`config.mk`:
```
export PLATFORM = sky130hd
export DESIGN_NAME = csu_bank
export DESIGN_NICKNAME = d
export VERILOG_FILES = /design/src/csu_pkg.sv /design/src/csu_bank.sv /design/src/csu_sync.sv
export SDC_FILE = /design/constraint.sdc
export NUM_CORES = 1
export LEC_CHECK = 0
export ABC_AREA = 1
export BUFFER_PORTS_ARGS = -buffer_cell sky130_fd_sc_hd__buf_2
export CORE_MARGIN = 8
export CORE_UTILIZATION = 56
export DETAILED_ROUTE_END_ITERATION = 16
export PLACE_DENSITY = 0.83
export SYNTH_ARGS = -nofsm -noshare
export SYNTH_HDL_FRONTEND = slang
export SYNTH_SLANG_ARGS = --single-unit
export TNS_END_PERCENT = 1
```
`constraint.sdc`:
```
create_clock -name mclk_in -period 2.6 [get_ports mclk_in]
set_clock_uncertainty 0.15 [all_clocks]
set_input_delay 0.26 -clock mclk_in [delete_from_list [all_inputs] [get_ports mclk_in]]
set_output_delay 0.26 -clock mclk_in [all_outputs]
set_load 0.02 [all_outputs]
```
`src/csu_pkg.sv`:
```
/*
 * Constants, types and helper functions for the calibration/setup unlock
 * bank of a battery fuel gauge: register offsets, reset values, field
 * masks, the unlock address sequence and the serial engine states.
 * Assumes the compiler sees this package before any module that imports it.
 */
// Behaviour
// - Unlock needs 0x50, 0x52, 0x74 back to back
// - Each unlock address is not acknowledged
// - Third unlock address enters setup, opens bank 2
// - Same sequence again leaves setup; power loss too
// - Setup mode is always off after power-up
// - Bank 2 reachable only while in setup mode
// - Setup lets host rewrite address and all trims
// - Slave address in bits 7..1 at 0x80, used
// - Bandgap trim is four low bits, nominal 0111
// - Power-on loads bank 2 from nonvolatile image
// - Factory image answers on address byte 0x26
package csu_pkg;

   // ****************************************************************
   // Register map of bank 2
   // ****************************************************************
   localparam int NUM_REGS = 8;
   localparam logic [7:0] OFS_BUS_SLAVE_ADDRESS = 8'h80;
   localparam logic [7:0] OFS_BANDGAP_TRIM = 8'h81;
   localparam logic [7:0] OFS_REFERENCE_TRIM = 8'h82;
   localparam logic [7:0] OFS_MAIN_OSC_TRIM = 8'h83;
   localparam logic [7:0] OFS_CLOCK_TEST_CONTROL = 8'h84;
   localparam logic [7:0] OFS_TEST_MUX_SELECT = 8'h85;
   localparam logic [7:0] OFS_AUX_OSC_TRIM = 8'h86;
   localparam logic [7:0] OFS_BANK2_LAST = 8'h87;

   // Reset values, seen only until the nonvolatile image is loaded
   localparam logic [7:0] RST_BUS_SLAVE_ADDRESS = 8'h26;
   localparam logic [7:0] RST_BANDGAP_TRIM = 8'h07;
   localparam logic [7:0] RST_REFERENCE_TRIM = 8'h1F;
   localparam logic [7:0] RST_MAIN_OSC_TRIM = 8'h3F;
   localparam logic [7:0] RST_CLOCK_TEST_CONTROL = 8'h00;
   localparam logic [7:0] RST_TEST_MUX_SELECT = 8'h00;
   localparam logic [7:0] RST_AUX_OSC_TRIM = 8'h10;
   localparam logic [7:0] RST_RESERVED = 8'h00;

   // Writable bits of each register; reserved bits store and read zero
   localparam logic [7:0] MSK_BUS_SLAVE_ADDRESS = 8'hFE;
   localparam logic [7:0] MSK_BANDGAP_TRIM = 8'h0F;
   localparam logic [7:0] MSK_REFERENCE_TRIM = 8'hFF;
   localparam logic [7:0] MSK_MAIN_OSC_TRIM = 8'h7F;
   localparam logic [7:0] MSK_CLOCK_TEST_CONTROL = 8'h07;
   localparam logic [7:0] MSK_TEST_MUX_SELECT = 8'hFF;
   localparam logic [7:0] MSK_AUX_OSC_TRIM = 8'h1F;
   localparam logic [7:0] MSK_RESERVED = 8'h00;

   // Read-only revision field of the clock test register
   localparam int REV_LSB = 3;
   localparam int REV_WIDTH = 5;

   localparam logic [7:0] REG_RESET [NUM_REGS] = '{
      RST_BUS_SLAVE_ADDRESS, RST_BANDGAP_TRIM, RST_REFERENCE_TRIM,
      RST_MAIN_OSC_TRIM, RST_CLOCK_TEST_CONTROL, RST_TEST_MUX_SELECT,
      RST_AUX_OSC_TRIM, RST_RESERVED};
   localparam logic [7:0] REG_MASK [NUM_REGS] = '{
      MSK_BUS_SLAVE_ADDRESS, MSK_BANDGAP_TRIM, MSK_REFERENCE_TRIM,
      MSK_MAIN_OSC_TRIM, MSK_CLOCK_TEST_CONTROL, MSK_TEST_MUX_SELECT,
      MSK_AUX_OSC_TRIM, MSK_RESERVED};

   // ****************************************************************
   // Unlock sequence, whole address bytes including direction bit
   // ****************************************************************
   localparam logic [7:0] UNLOCK_ADDR_0 = 8'h50;
   localparam logic [7:0] UNLOCK_ADDR_1 = 8'h52;
   localparam logic [7:0] UNLOCK_ADDR_2 = 8'h74;
   localparam logic [1:0] UNLOCK_LAST_STEP = 2'h2;

   // ****************************************************************
   // Serial engine states, Gray along the usual path
   // ****************************************************************
   typedef enum logic [2:0]
   {
      ST_IDLE = 3'h0,
      ST_ADDR = 3'h1,
      ST_ADDR_ACK = 3'h3,
      ST_WRITE = 3'h2,
      ST_WRITE_ACK = 3'h6,
      ST_READ = 3'h7,
      ST_READ_ACK = 3'h5
   } csu_state_e;

   // Expected address byte for a given unlock step
   function automatic logic [7:0] unlock_addr(input logic [1:0] step);
      unique case (step)
         2'h0: unlock_addr = UNLOCK_ADDR_0;
         2'h1: unlock_addr = UNLOCK_ADDR_1;
         default: unlock_addr = UNLOCK_ADDR_2;
      endcase
   endfunction : unlock_addr

   // True for any of the three unlock address bytes
   function automatic logic is_unlock(input logic [7:0] b);
      is_unlock = (b == UNLOCK_ADDR_0) || (b == UNLOCK_ADDR_1) ||
                  (b == UNLOCK_ADDR_2);
   endfunction : is_unlock

   // True when a register pointer falls inside bank 2
   function automatic logic in_bank2(input logic [7:0] p);
      in_bank2 = (p >= OFS_BUS_SLAVE_ADDRESS) && (p <= OFS_BANK2_LAST);
   endfunction : in_bank2

endpackage : csu_pkg

```
`src/csu_bank.sv`:
```
/*
 * Calibration/setup register bank with its two-wire serial slave and the
 * three-address unlock detector that gates access to bank 2.
 * Assumes an open-drain bus with external pull-ups, and a static
 * nonvolatile image presented on nv_image_in from power-up on.
 */
`timescale 1ns/1ps
module csu_bank
   import csu_pkg::*;
#(
   // Silicon revision reported in the clock test register; value arbitrary
   parameter logic [REV_WIDTH-1:0] REVISION = 5'h01
)
(
   // Clock and reset
   input wire logic mclk_in,
   input wire logic nrst_in,
   // Serial pins, data is open drain
   input wire logic scl_in,
   input wire logic sda_in,
   output logic sda_out,
   output logic sda_oe_out,
   // Nonvolatile image of bank 2, byte k at bits 8k+7..8k
   input wire logic [8*NUM_REGS-1:0] nv_image_in,
   // Setup state and register contents
   output logic setup_mode_out,
   output logic [7:0] bus_slave_address_out,
   output logic [7:0] bandgap_trim_out,
   output logic [7:0] reference_trim_out,
   output logic [7:0] main_osc_trim_out,
   output logic [7:0] clock_test_control_out,
   output logic [7:0] test_mux_select_out,
   output logic [7:0] aux_osc_trim_out
);

   // ****************************************************************
   // Pin conditioning and bus events
   // ****************************************************************
   logic scl_s, sda_s;
   logic scl_q, sda_q;
   logic scl_rise, scl_fall, start_det, stop_det;

   csu_sync #(.WIDTH(2), .RESET_VAL(2'h3)) u_sync
   (
      .mclk_in(mclk_in),
      .nrst_in(nrst_in),
      .d_in({scl_in, sda_in}),
      .q_out({scl_s, sda_s})
   );

   // Previous synchronised levels for edge detection
   always_ff @(posedge mclk_in or negedge nrst_in)
   begin
      if (!nrst_in)
      begin
         scl_q <= 1'b1;
         sda_q <= 1'b1;
      end
      else
      begin
         scl_q <= scl_s;
         sda_q <= sda_s;
      end
   end

   // Start and stop are data edges while the clock stays high
   assign scl_rise = scl_s & ~scl_q;
   assign scl_fall = ~scl_s & scl_q;
   assign start_det = scl_s & scl_q & sda_q & ~sda_s;
   assign stop_det = scl_s & scl_q & ~sda_q & sda_s;

   // ****************************************************************
   // Register bank storage
   // ****************************************************************
   logic [7:0] regs_q [NUM_REGS];
   logic [7:0] regs_d [NUM_REGS];
   logic init_done_q, init_done_d;
   logic bank_we;
   logic [7:0] bank_wdata;
   logic [7:0] ptr_q, ptr_d;
   logic setup_q, setup_d;
   logic [7:0] reg_view [NUM_REGS];
   logic [7:0] rd_byte;

   // Readable view: revision is wired in, reserved bits already zero
   always_comb
   begin
      for (int i = 0; i < NUM_REGS; i++)
         reg_view[i] = regs_q[i];
      reg_view[4][REV_LSB +: REV_WIDTH] = REVISION;
      rd_byte = 8'h00;
      if (setup_q && in_bank2(ptr_q))
         rd_byte = reg_view[ptr_q[2:0]];
   end

   // First cycle after reset copies the image; later only serial writes
   always_comb
   begin
      init_done_d = 1'b1;
      for (int i = 0; i < NUM_REGS; i++)
         regs_d[i] = regs_q[i];
      if (!init_done_q)
      begin
         for (int i = 0; i < NUM_REGS; i++)
            regs_d[i] = nv_image_in[8*i +: 8] & REG_MASK[i];
      end
      else if (bank_we)
         regs_d[ptr_q[2:0]] = bank_wdata & REG_MASK[ptr_q[2:0]];
   end

   // Async reset holds factory defaults until the image arrives
   always_ff @(posedge mclk_in or negedge nrst_in)
   begin
      if (!nrst_in)
      begin
         init_done_q <= 1'b0;
         for (int i = 0; i < NUM_REGS; i++)
            regs_q[i] <= REG_RESET[i];
      end
      else
      begin
         init_done_q <= init_done_d;
         for (int i = 0; i < NUM_REGS; i++)
            regs_q[i] <= regs_d[i];
      end
   end

   // ****************************************************************
   // Serial engine and unlock detector
   // ****************************************************************
   csu_state_e state_q, state_d;
   logic [2:0] bit_cnt_q, bit_cnt_d;
   logic [7:0] shift_q, shift_d;
   logic ptr_set_q, ptr_set_d;
   logic rd_q, rd_d;
   logic ack_q, ack_d;
   logic sda_oe_q, sda_oe_d;
   logic [1:0] seq_idx_q, seq_idx_d;
   logic [7:0] in_byte;
   logic byte_done;

   assign in_byte = {shift_q[6:0], sda_s};
   assign byte_done = scl_rise && (bit_cnt_q == 3'h7);

   // Next state; start and stop override every state
   always_comb
   begin
      state_d = state_q;
      bit_cnt_d = bit_cnt_q;
      shift_d = shift_q;
      ptr_d = ptr_q;
      ptr_set_d = ptr_set_q;
      rd_d = rd_q;
      ack_d = ack_q;
      sda_oe_d = sda_oe_q;
      seq_idx_d = seq_idx_q;
      setup_d = setup_q;
      bank_we = 1'b0;
      bank_wdata = in_byte;
      if (start_det)
      begin
         // Repeated start keeps the unlock count running
         state_d = ST_ADDR;
         bit_cnt_d = 3'h0;
         sda_oe_d = 1'b0;
         ptr_set_d = 1'b0;
      end
      else if (stop_det)
      begin
         state_d = ST_IDLE;
         sda_oe_d = 1'b0;
         seq_idx_d = 2'h0;
      end
      else
      begin
         unique case (state_q)
            ST_IDLE:
            begin
               sda_oe_d = 1'b0;
            end
            ST_ADDR:
            begin
               if (scl_rise)
               begin
                  shift_d = in_byte;
                  bit_cnt_d = bit_cnt_q + 3'h1;
               end
               if (byte_done)
               begin
                  state_d = ST_ADDR_ACK;
                  rd_d = in_byte[0];
                  // Own address, unless it is one of the unlock bytes
                  ack_d = !is_unlock(in_byte) &&
                          (in_byte[7:1] == regs_q[0][7:1]);
                  if (in_byte == unlock_addr(seq_idx_q))
                  begin
                     if (seq_idx_q == UNLOCK_LAST_STEP)
                     begin
                        setup_d = !setup_q;
                        seq_idx_d = 2'h0;
                     end
                     else
                        seq_idx_d = seq_idx_q + 2'h1;
                  end
                  else if (in_byte == UNLOCK_ADDR_0)
                     seq_idx_d = 2'h1;
                  else
                     seq_idx_d = 2'h0;
               end
            end
            ST_ADDR_ACK, ST_WRITE_ACK:
            begin
               if (scl_fall && bit_cnt_q == 3'h0)
               begin
                  // Refused byte: release and wait for the next start
                  sda_oe_d = ack_q;
                  bit_cnt_d = 3'h1;
                  if (!ack_q)
                     state_d = ST_IDLE;
               end
               else if (scl_fall)
               begin
                  bit_cnt_d = 3'h0;
                  sda_oe_d = 1'b0;
                  state_d = ST_WRITE;
                  seq_idx_d = 2'h0;
                  if (state_q == ST_ADDR_ACK && rd_q)
                  begin
                     state_d = ST_READ;
                     shift_d = rd_byte;
                     sda_oe_d = !rd_byte[7];
                     ptr_d = ptr_q + 8'h01;
                  end
               end
            end
            ST_WRITE:
            begin
               if (scl_rise)
               begin
                  shift_d = in_byte;
                  bit_cnt_d = bit_cnt_q + 3'h1;
               end
               if (byte_done)
               begin
                  state_d = ST_WRITE_ACK;
                  ack_d = 1'b1;
                  if (!ptr_set_q)
                  begin
                     ptr_d = in_byte;
                     ptr_set_d = 1'b1;
                  end
                  else
                  begin
                     // Protected bytes are refused outside setup mode
                     ack_d = setup_q && in_bank2(ptr_q);
                     bank_we = ack_d;
                     ptr_d = ptr_q + 8'h01;
                  end
               end
            end
            ST_READ:
            begin
               if (scl_fall && bit_cnt_q == 3'h7)
               begin
                  sda_oe_d = 1'b0;
                  bit_cnt_d = 3'h0;
                  state_d = ST_READ_ACK;
               end
               else if (scl_fall)
               begin
                  shift_d = {shift_q[6:0], 1'b0};
                  sda_oe_d = !shift_q[6];
                  bit_cnt_d = bit_cnt_q + 3'h1;
               end
            end
            ST_READ_ACK:
            begin
               // Host not-acknowledge ends the read
               if (scl_rise && sda_s)
                  state_d = ST_IDLE;
               else if (scl_fall)
               begin
                  state_d = ST_READ;
                  shift_d = rd_byte;
                  sda_oe_d = !rd_byte[7];
                  ptr_d = ptr_q + 8'h01;
               end
            end
            default:
            begin
               state_d = ST_IDLE;
               sda_oe_d = 1'b0;
            end
         endcase
      end
   end

   // Setup mode is volatile: every reset starts it inactive
   always_ff @(posedge mclk_in or negedge nrst_in)
   begin
      if (!nrst_in)
      begin
         state_q <= ST_IDLE;
         bit_cnt_q <= 3'h0;
         shift_q <= 8'h00;
         ptr_q <= 8'h00;
         ptr_set_q <= 1'b0;
         rd_q <= 1'b0;
         ack_q <= 1'b0;
         sda_oe_q <= 1'b0;
         seq_idx_q <= 2'h0;
         setup_q <= 1'b0;
      end
      else
      begin
         state_q <= state_d;
         bit_cnt_q <= bit_cnt_d;
         shift_q <= shift_d;
         ptr_q <= ptr_d;
         ptr_set_q <= ptr_set_d;
         rd_q <= rd_d;
         ack_q <= ack_d;
         sda_oe_q <= sda_oe_d;
         seq_idx_q <= seq_idx_d;
         setup_q <= setup_d;
      end
   end

   // Outputs straight from flops; the data pin only ever pulls low
   assign sda_out = 1'b0;
   assign sda_oe_out = sda_oe_q;
   assign setup_mode_out = setup_q;
   assign bus_slave_address_out = regs_q[0];
   assign bandgap_trim_out = regs_q[1];
   assign reference_trim_out = regs_q[2];
   assign main_osc_trim_out = regs_q[3];
   assign clock_test_control_out = regs_q[4];
   assign test_mux_select_out = regs_q[5];
   assign aux_osc_trim_out = regs_q[6];

   logic addr_done;
   assign addr_done = (state_q == ST_ADDR) && byte_done;
endmodule : csu_bank

```
`src/csu_sync.sv`:
```
/*
 * Two-flop synchroniser for the serial pins.
 * Assumes the pins are asynchronous to mclk_in; idle level is the reset.
 */
`timescale 1ns/1ps
module csu_sync
   import csu_pkg::*;
#(
   parameter int WIDTH = 2,
   parameter logic [WIDTH-1:0] RESET_VAL = '1
)
(
   // Clock and reset
   input wire logic mclk_in,
   input wire logic nrst_in,
   // Raw and synchronised levels
   input wire logic [WIDTH-1:0] d_in,
   output logic [WIDTH-1:0] q_out
);

   logic [WIDTH-1:0] meta_q;

   // First stage feeds only the second stage
   always_ff @(posedge mclk_in or negedge nrst_in)
   begin
      if (!nrst_in)
      begin
         meta_q <= RESET_VAL;
         q_out <= RESET_VAL;
      end
      else
      begin
         meta_q <= d_in;
         q_out <= meta_q;
      end
   end

endmodule : csu_sync

```
==> results of run 1 <==
[synthesized netlist by cell type (2+ instances only)]
| cell | count |
|---|---|
| buf_4 | 53 |
| ha_1 | 8 |
| nor2_1 | 62 |
| xnor2_1 | 7 |
| dfstp_2 | 24 |
| buf_2 | 2 |
| a21oi_1 | 6 |
| nor2_2 | 4 |
| xor2_1 | 2 |
| inv_1 | 76 |
| o211ai_1 | 2 |
| o21ai_1 | 7 |
| nand3_1 | 133 |
| clkbuf_1 | 21 |
| dfrtp_1 | 75 |
| nor3_1 | 4 |
| nand3b_1 | 2 |
| inv_2 | 3 |
| clkinv_2 | 2 |
| nand2_1 | 375 |
| nand3_2 | 3 |
| nand2_2 | 2 |
| nand2_4 | 13 |
| nand4_1 | 4 |
| conb_1 | 2 |
| or2_2 | 3 |
| o21ai_0 | 69 |
[critical path, delay by kind of cell (launching register included)]
family / cells / cell delay [ps]
AOI/OAI and AO/OA: 1 / 160
adders and majority gates: 1 / 300
buffers and inverters: 1 / 270
DFF: 1 / 450
and+or+nand+nor: 4 / 830
[how the worst max path moves through the flow]
stage,start,to,depth (start not counted)
2_1_floorplan,ptr_q[0],bus_slave_address_out[4],9
3_3_place_gp,ptr_q[0],bus_slave_address_out[3],7
3_5_place_dp,ptr_q[0],test_mux_select_out[3],7
4_1_cts,ptr_q[0],test_mux_select_out[3],7
5_1_grt,ptr_q[0],shift_q[3],10
6_report,ptr_q[0],bus_slave_address_out[3],7
[state kept, by name, indices dropped and copies added (netlist names), 8 cells and up]
signal                  flops
aux_osc_trim_out            8
bandgap_trim_out            8
bus_slave_address_out       8
clock_test_control_out      8
main_osc_trim_out           8
ptr_q                       8
reference_trim_out          8
reg_view                    8
test_mux_select_out         8
[cell families (layout without fill, tap and decap cells)]
kind of cell / count (synthesis) / in the layout / synth area share
buffers and inverters: 160 / 223 / 0.1232
XOR/XNOR: 9 / 9 / 0.01196
AND/OR/NAND/NOR: 607 / 607 / 0.3993
other: 2 / 2 / 0.001139
AO/OA/AOI/OAI: 88 / 88 / 0.06889
flip-flops: 99 / 99 / 0.3803
adder cells (fa/ha/maj): 8 / 8 / 0.01518
[cell usage in the layout, fill, tap and decap left out, drive strengths merged, types with 3 or more instances in the layout]
cell type	n
nand3	137
inv	81
buf	122
ha	8
or2	3
nor2	66
o21ai	76
nand2	390
dlygate4sd3	3
dfstp	24
clkbuf	11
xnor2	7
dfrtp	75
clkinv	4
nor3	5
a21oi	6
nand4	4
[routing by layer]
metal	global-route usage	up-vias	routed length, um
li1	-	3158	-
met1	0.3269	2946	8362
met2	0.3574	281	8191
met3	0.05787	32	1571
met4	0.08079	0	381
met5	0	-	0
[per-stage QoR]
step	worst slack [ps]	power [mW]	cells	cell area (um2)	utilization
detailed placement	372.2	3.582	1160	6957	0.6067
global placement	447.0	3.556	1160	6957	0.6067
global route	126.5	5.371	1179	7305	0.6370
CTS	348.0	5.048	1179	7305	0.6370
floorplan	444.9	3.130	973	6593	-
finish	324.4	5.074	1179	7305	0.6370
[power by group through the flow]
stage / combinational [mW] / sequential (mW) / clock [mW]
floorplan: 1.33 / 1.80 / 0
global placement: 1.68 / 1.87 / 0
detailed placement: 1.70 / 1.88 / 0
CTS: 1.72 / 1.85 / 1.48
global route: 1.96 / 1.87 / 1.54
finish: 1.75 / 1.85 / 1.47
[layout make-up]
class,count,area share
multi-input cells,714,0.4481
inverters,82,0.04248
clock buffers,11,0.03186
flip-flops and latches,99,0.3434
repair buffers,125,0.09798
clock inverters,5,0.01165
well taps,143,0.02449
==> metrics.md, run 1 <==
| Metric | Value |
|---|---|
| Outcome | `finished clean` |
| Top cell type's share of synthesized area | `0.2847` |
| Sequential area share after synthesis | `0.3803` |
| Crit-path max cell delay | `450 ps` |
| Hold Path Class | `primary input to register` |
| Core area | `11470 um2` |
| CTS sink count | `99` |
| Via density | `5.443` |
| Biggest area consumer among synthesized cells | `dfrtp_1` |
| Starting Density | `0.5749` |
| Crit path max-delay cell type | `dfrtp_1` |
| Layout Nets | `1107` |
| Routed len/inst | `15.70 um` |
| Sw Share | `0.3926` |
| Die height | `124.5 um` |
| Clock root buffer | `clkbuf_16` |
| Total wire length | `18.51 mm` |
| Slew Limit Headroom | `0.5618` |
| Worst R2R Setup Slack | `320 ps` |
| Grt ovf | `0` |
| Layout cells sized above 1 | `0.1863` |
| Clock Path Buffers | `2` |
| Post-CTS Hold Buffers | `3` |
| Post-Synthesis Cells | `973` |
| Reg2reg end | `bus_slave_address_out[3]` |
| Critical path, cell by cell | `inv_1 -> ha_1 -> or2_2 -> nand2_1 -> o21ai_0 -> nand2_1 -> nand2_1` |
| Setup CP Type | `register to register` |
| Post-synth net total | `1049` |
| Largest net degree at the start of global routing | `62` |
| I/O Buffers | `103` |
| Worst Max-Slew Pin Slew | `657.3 ps` |
| Top_reg_cell synth | `dfrtp_1` |
| N_diodes | `0` |
| Hold WS | `50.78 ps` |
| Die area | `15500 um2` |
| Fin. max-slew vios | `0` |
| Fmax achieved | `439.5 MHz` |
| Hold Path Sink | `clock_test_control_out[2]` |
| Sequential power share | `0.366` |
| H-tree depth | `3` |
| Die width | `124.5 um` |
| CTS Buf Count | `9` |
| Post-route setup TNS | `0 ps` |
| Antenna violations before repair | `0` |
| Reg clk slew, reported paths | `70 ps` |
| Combinational power share | `0.344` |
| Hold path start | `nv_image_in[34]` |
| Ys Warns | `0` |
| EDFF count, synth | `0` |
| Site row count | `39` |
| Startpoint Class | `register` |
| Fin crit period | `2276 ps` |
| Max IR drop VDD | `0.5104 mV` |
| Worst R2R Start | `ptr_q[0]` |
| Worst EP required | `2690 ps` |
| Crit. End Element | `register` |
| CP most frequent cell | `nand2_1` |
| FF-to-FF path depth | `7` |
| DP HPWL | `13.65 mm` |
| First-pass iteration count of the detailed router | `5` |
| Routed Antenna Nets | `0` |
| Setup violations, final | `0` |
| CTS tree | `yes` |
| Hold path cells | `5` |
| Syn-to-layout area delta | `10.80%` |
| Hold Vio Cnt, Final | `0` |
| DR iter-0 viols | `634` |
| Vias in the first global route | `5993` |
| GRT Overall Usage | `0.2379` |
| Via count | `6417` |
| Fraction of registers with async set/reset | `1.000` |
| CP Max Fanout | `10` |
| Power Dens Cells | `694.6 nW/um2` |
| Synth Cell Area | `6593 um2` |
| CP arrival | `2370 ps` |
| # IOs | `127` |
| Fin crit share | `0.8752` |
| DRC Markers | `0` |
| RSZ-0062 raised after global routing | `false` |
| Average size of a mapped cell | `6.776 um2` |
| Leakage | `4.039 nW` |
| #FFs+latches synth | `99` |
| Multi-input gate area | `3273 um2` |
| Post-synthesis cell type count | `36` |
| Psw | `1.992 mW` |
| Max-cap viol count | `0` |
| Clk pwr share | `0.290` |
| Int Pwr | `3.082 mW` |
| Worst skew pair latency | `360 ps` |
| First-pass GRT wire length | `30.46 mm` |
| Routability congestion estimate | `0.9277` |
| Post-CTS setup buffer count | `0` |
| CTS resizes | `0` |
| Sequential Area | `2509 um2` |
| Number of fill cells | `1030` |
| Synth top area cells | `dfrtp_1 28%, nand2_1 21%, nand3_1 10%` |
(Power assumes the default switching activity.)
==> run 2: changes to the inputs <==
--- a/config.mk
+++ b/config.mk
@@ -7,10 +7,12 @@
 export LEC_CHECK = 0
 export ABC_AREA = 1
 export BUFFER_PORTS_ARGS = -buffer_cell sky130_fd_sc_hd__buf_2
+export CELL_PAD_IN_SITES_DETAIL_PLACEMENT = 2
+export CELL_PAD_IN_SITES_GLOBAL_PLACEMENT = 2
 export CORE_MARGIN = 8
-export CORE_UTILIZATION = 56
+export CORE_UTILIZATION = 31
 export DETAILED_ROUTE_END_ITERATION = 16
-export PLACE_DENSITY = 0.83
+export PLACE_DENSITY = 0.84
 export SYNTH_ARGS = -nofsm -noshare
 export SYNTH_HDL_FRONTEND = slang
 export SYNTH_SLANG_ARGS = --single-unit
==> metrics.md, run 2 (synthesis gave the netlist of run 1 again) <==
| Metric | Value |
|---|---|
| Via count | `6745` |
| Routability congestion estimate | `0.8889` |
| Worst Max-Slew Pin Slew | `644.1 ps` |
| Crit path max-delay cell type | `dfrtp_1` |
| Slew Limit Headroom | `0.5706` |
| Crit-path max cell delay | `620 ps` |
| Largest net degree at the start of global routing | `50` |
| Startpoint Class | `register` |
| Via density | `5.106` |
| Hold path cells | `5` |
| Outcome | `finished clean` |
| N_diodes | `0` |
| CP Max Fanout | `21` |
| H-tree depth | `3` |
| Grt ovf | `0` |
| Leakage | `4.079 nW` |
| Post-Place Cell Area | `7197 um2` |
| Layout cells sized above 1 | `0.1950` |
| Site row count | `53` |
| Worst R2R Setup Slack | `150 ps` |
| Vias in the first global route | `7625` |
| Critical path, cell by cell | `inv_1 -> buf_4 -> nor2_1 -> inv_1 -> o21ai_0 -> nor2_1 -> nand2_1 -> nand2_1 -> nand2_1 -> nand2_1` |
| Worst R2R Start | `ptr_q[0]` |
| Die height | `161.8 um` |
| CTS resizes | `0` |
| DRC Markers | `0` |
| Setup violations, final | `0` |
| Met2 usage | `0.3473` |
| Power Dens Cells | `703.9 nW/um2` |
| # IOs | `127` |
| Clock Path Buffers | `2` |
| FF-to-FF path depth | `10` |
| Hold WS | `49.90 ps` |
| CTS Buf Count | `9` |
| Routed len/inst | `19.92 um` |
| Crit. End Element | `register` |
| Fin crit share | `0.9440` |
| Fmax achieved | `407.4 MHz` |
| Total wire length | `26.32 mm` |
| Clock root buffer | `clkbuf_16` |
| Hold Path Class | `primary input to register` |
| Max-cap viol count | `0` |
| Post-route setup TNS | `0 ps` |
| Reg2reg end | `shift_q[3]` |
| Most frequent cells in the layout | `375 x nand2_1, 133 x nand3_1, 102 x buf_2, 76 x inv_1, 74 x dfrtp_1` |
| Fin. max-slew vios | `0` |
| Syn-to-layout area delta | `14.29%` |
| Post-CTS setup buffer count | `0` |
| Most common cell after layout, fill and taps aside | `nand2_1` |
| Routed Antenna Nets | `0` |
| Max IR drop VDD | `0.3033 mV` |
| GRT Overall Usage | `0.2058` |
| Post-route cell area | `7535 um2` |
| Worst EP required | `2690 ps` |
| Antenna violations before repair | `0` |
| Reg clk slew, reported paths | `80 ps` |
| Layout Nets | `1117` |
| Worst skew pair latency | `370 ps` |
| Hold Path Sink | `bandgap_trim_out[3]` |
| Fin crit period | `2454 ps` |
| CTS sink count | `99` |
| Hold path start | `nv_image_in[11]` |
| DR iter-0 viols | `366` |
| I/O Buffers | `103` |
| DP HPWL | `19.82 mm` |
| CP arrival | `2550 ps` |
| Post-CTS Hold Buffers | `3` |
| RSZ-0062 raised after global routing | `false` |
| Met3 GRT Util | `0.03948` |
| Layer with the highest usage | `met2` |
| Die area | `26190 um2` |
| First-pass GRT wire length | `42.69 mm` |
| Core area | `20960 um2` |
| First-pass iteration count of the detailed router | `5` |
| CP most frequent cell | `nand2_1` |
| Starting Density | `0.3146` |
| Hold Vio Cnt, Final | `0` |
| Die width | `161.8 um` |
| Setup CP Type | `register to register` |
| CTS tree | `yes` |
| Met1 track demand over resource | `0.2580` |
==> run 2: layer usage <==
| layer | share of wire | vias to the layer above | wire length (um) |
|---|---|---|---|
| li1 | - | 3162 | - |
| met1 | 0.45 | 3387 | 11770 |
| met2 | 0.48 | 162 | 12720 |
| met3 | 0.047 | 34 | 1249 |
| met4 | 0.022 | 0 | 581 |
| met5 | 0 | - | 0 |
==> run 2: layout make-up <==
class                      count  area, um2
fill                        2570      13420
tap                          275      344.1
inverter                      82      310.3
clock inverter                 5      65.06
clock buffer                  11      242.7
timing repair buffer         135      790.8
multi-input combinational    714       3273
sequential                    99       2509
==> run 2: worst max-delay path: cells and delay by family (launching register included) <==
kind	cells	cell delay (ps)
simple gates	6	790
flops	1	620
buf+inv	3	540
compound gates	1	240
==> run 2: report_power, final <==
group	switching, mW	internal (mW)
clock network	0.690	0.790
logic	1.36	0.574
registers	0.204	1.69
total	2.25	3.05
==> run 2: worst max-delay path by stage <==
stage | endpoint | slack [ps] | start | depth (start not counted)
detailed placement | test_mux_select_out[6] | 260 | ptr_q[0] | 7
CTS | shift_q[3] | 200 | ptr_q[0] | 10
global placement | bandgap_trim_out[3] | 300 | ptr_q[0] | 7
finish | shift_q[3] | 150 | ptr_q[0] | 10
global route | shift_q[3] | 4 | ptr_q[0] | 10
floorplan | bus_slave_address_out[4] | 440 | ptr_q[0] | 9
==> run 2: stage by stage <==
step / std cells / util / total power [mW] / setup WS [ps]
detailed placement: 1302 / 0.3434 / 3.820 / 255.7
global route: 1321 / 0.3596 / 5.642 / 4.243
floorplan: 973 / - / 3.130 / 444.9
global placement: 1302 / 0.3434 / 3.733 / 301.1
finish: 1321 / 0.3596 / 5.304 / 145.6
CTS: 1321 / 0.3596 / 5.346 / 200.2
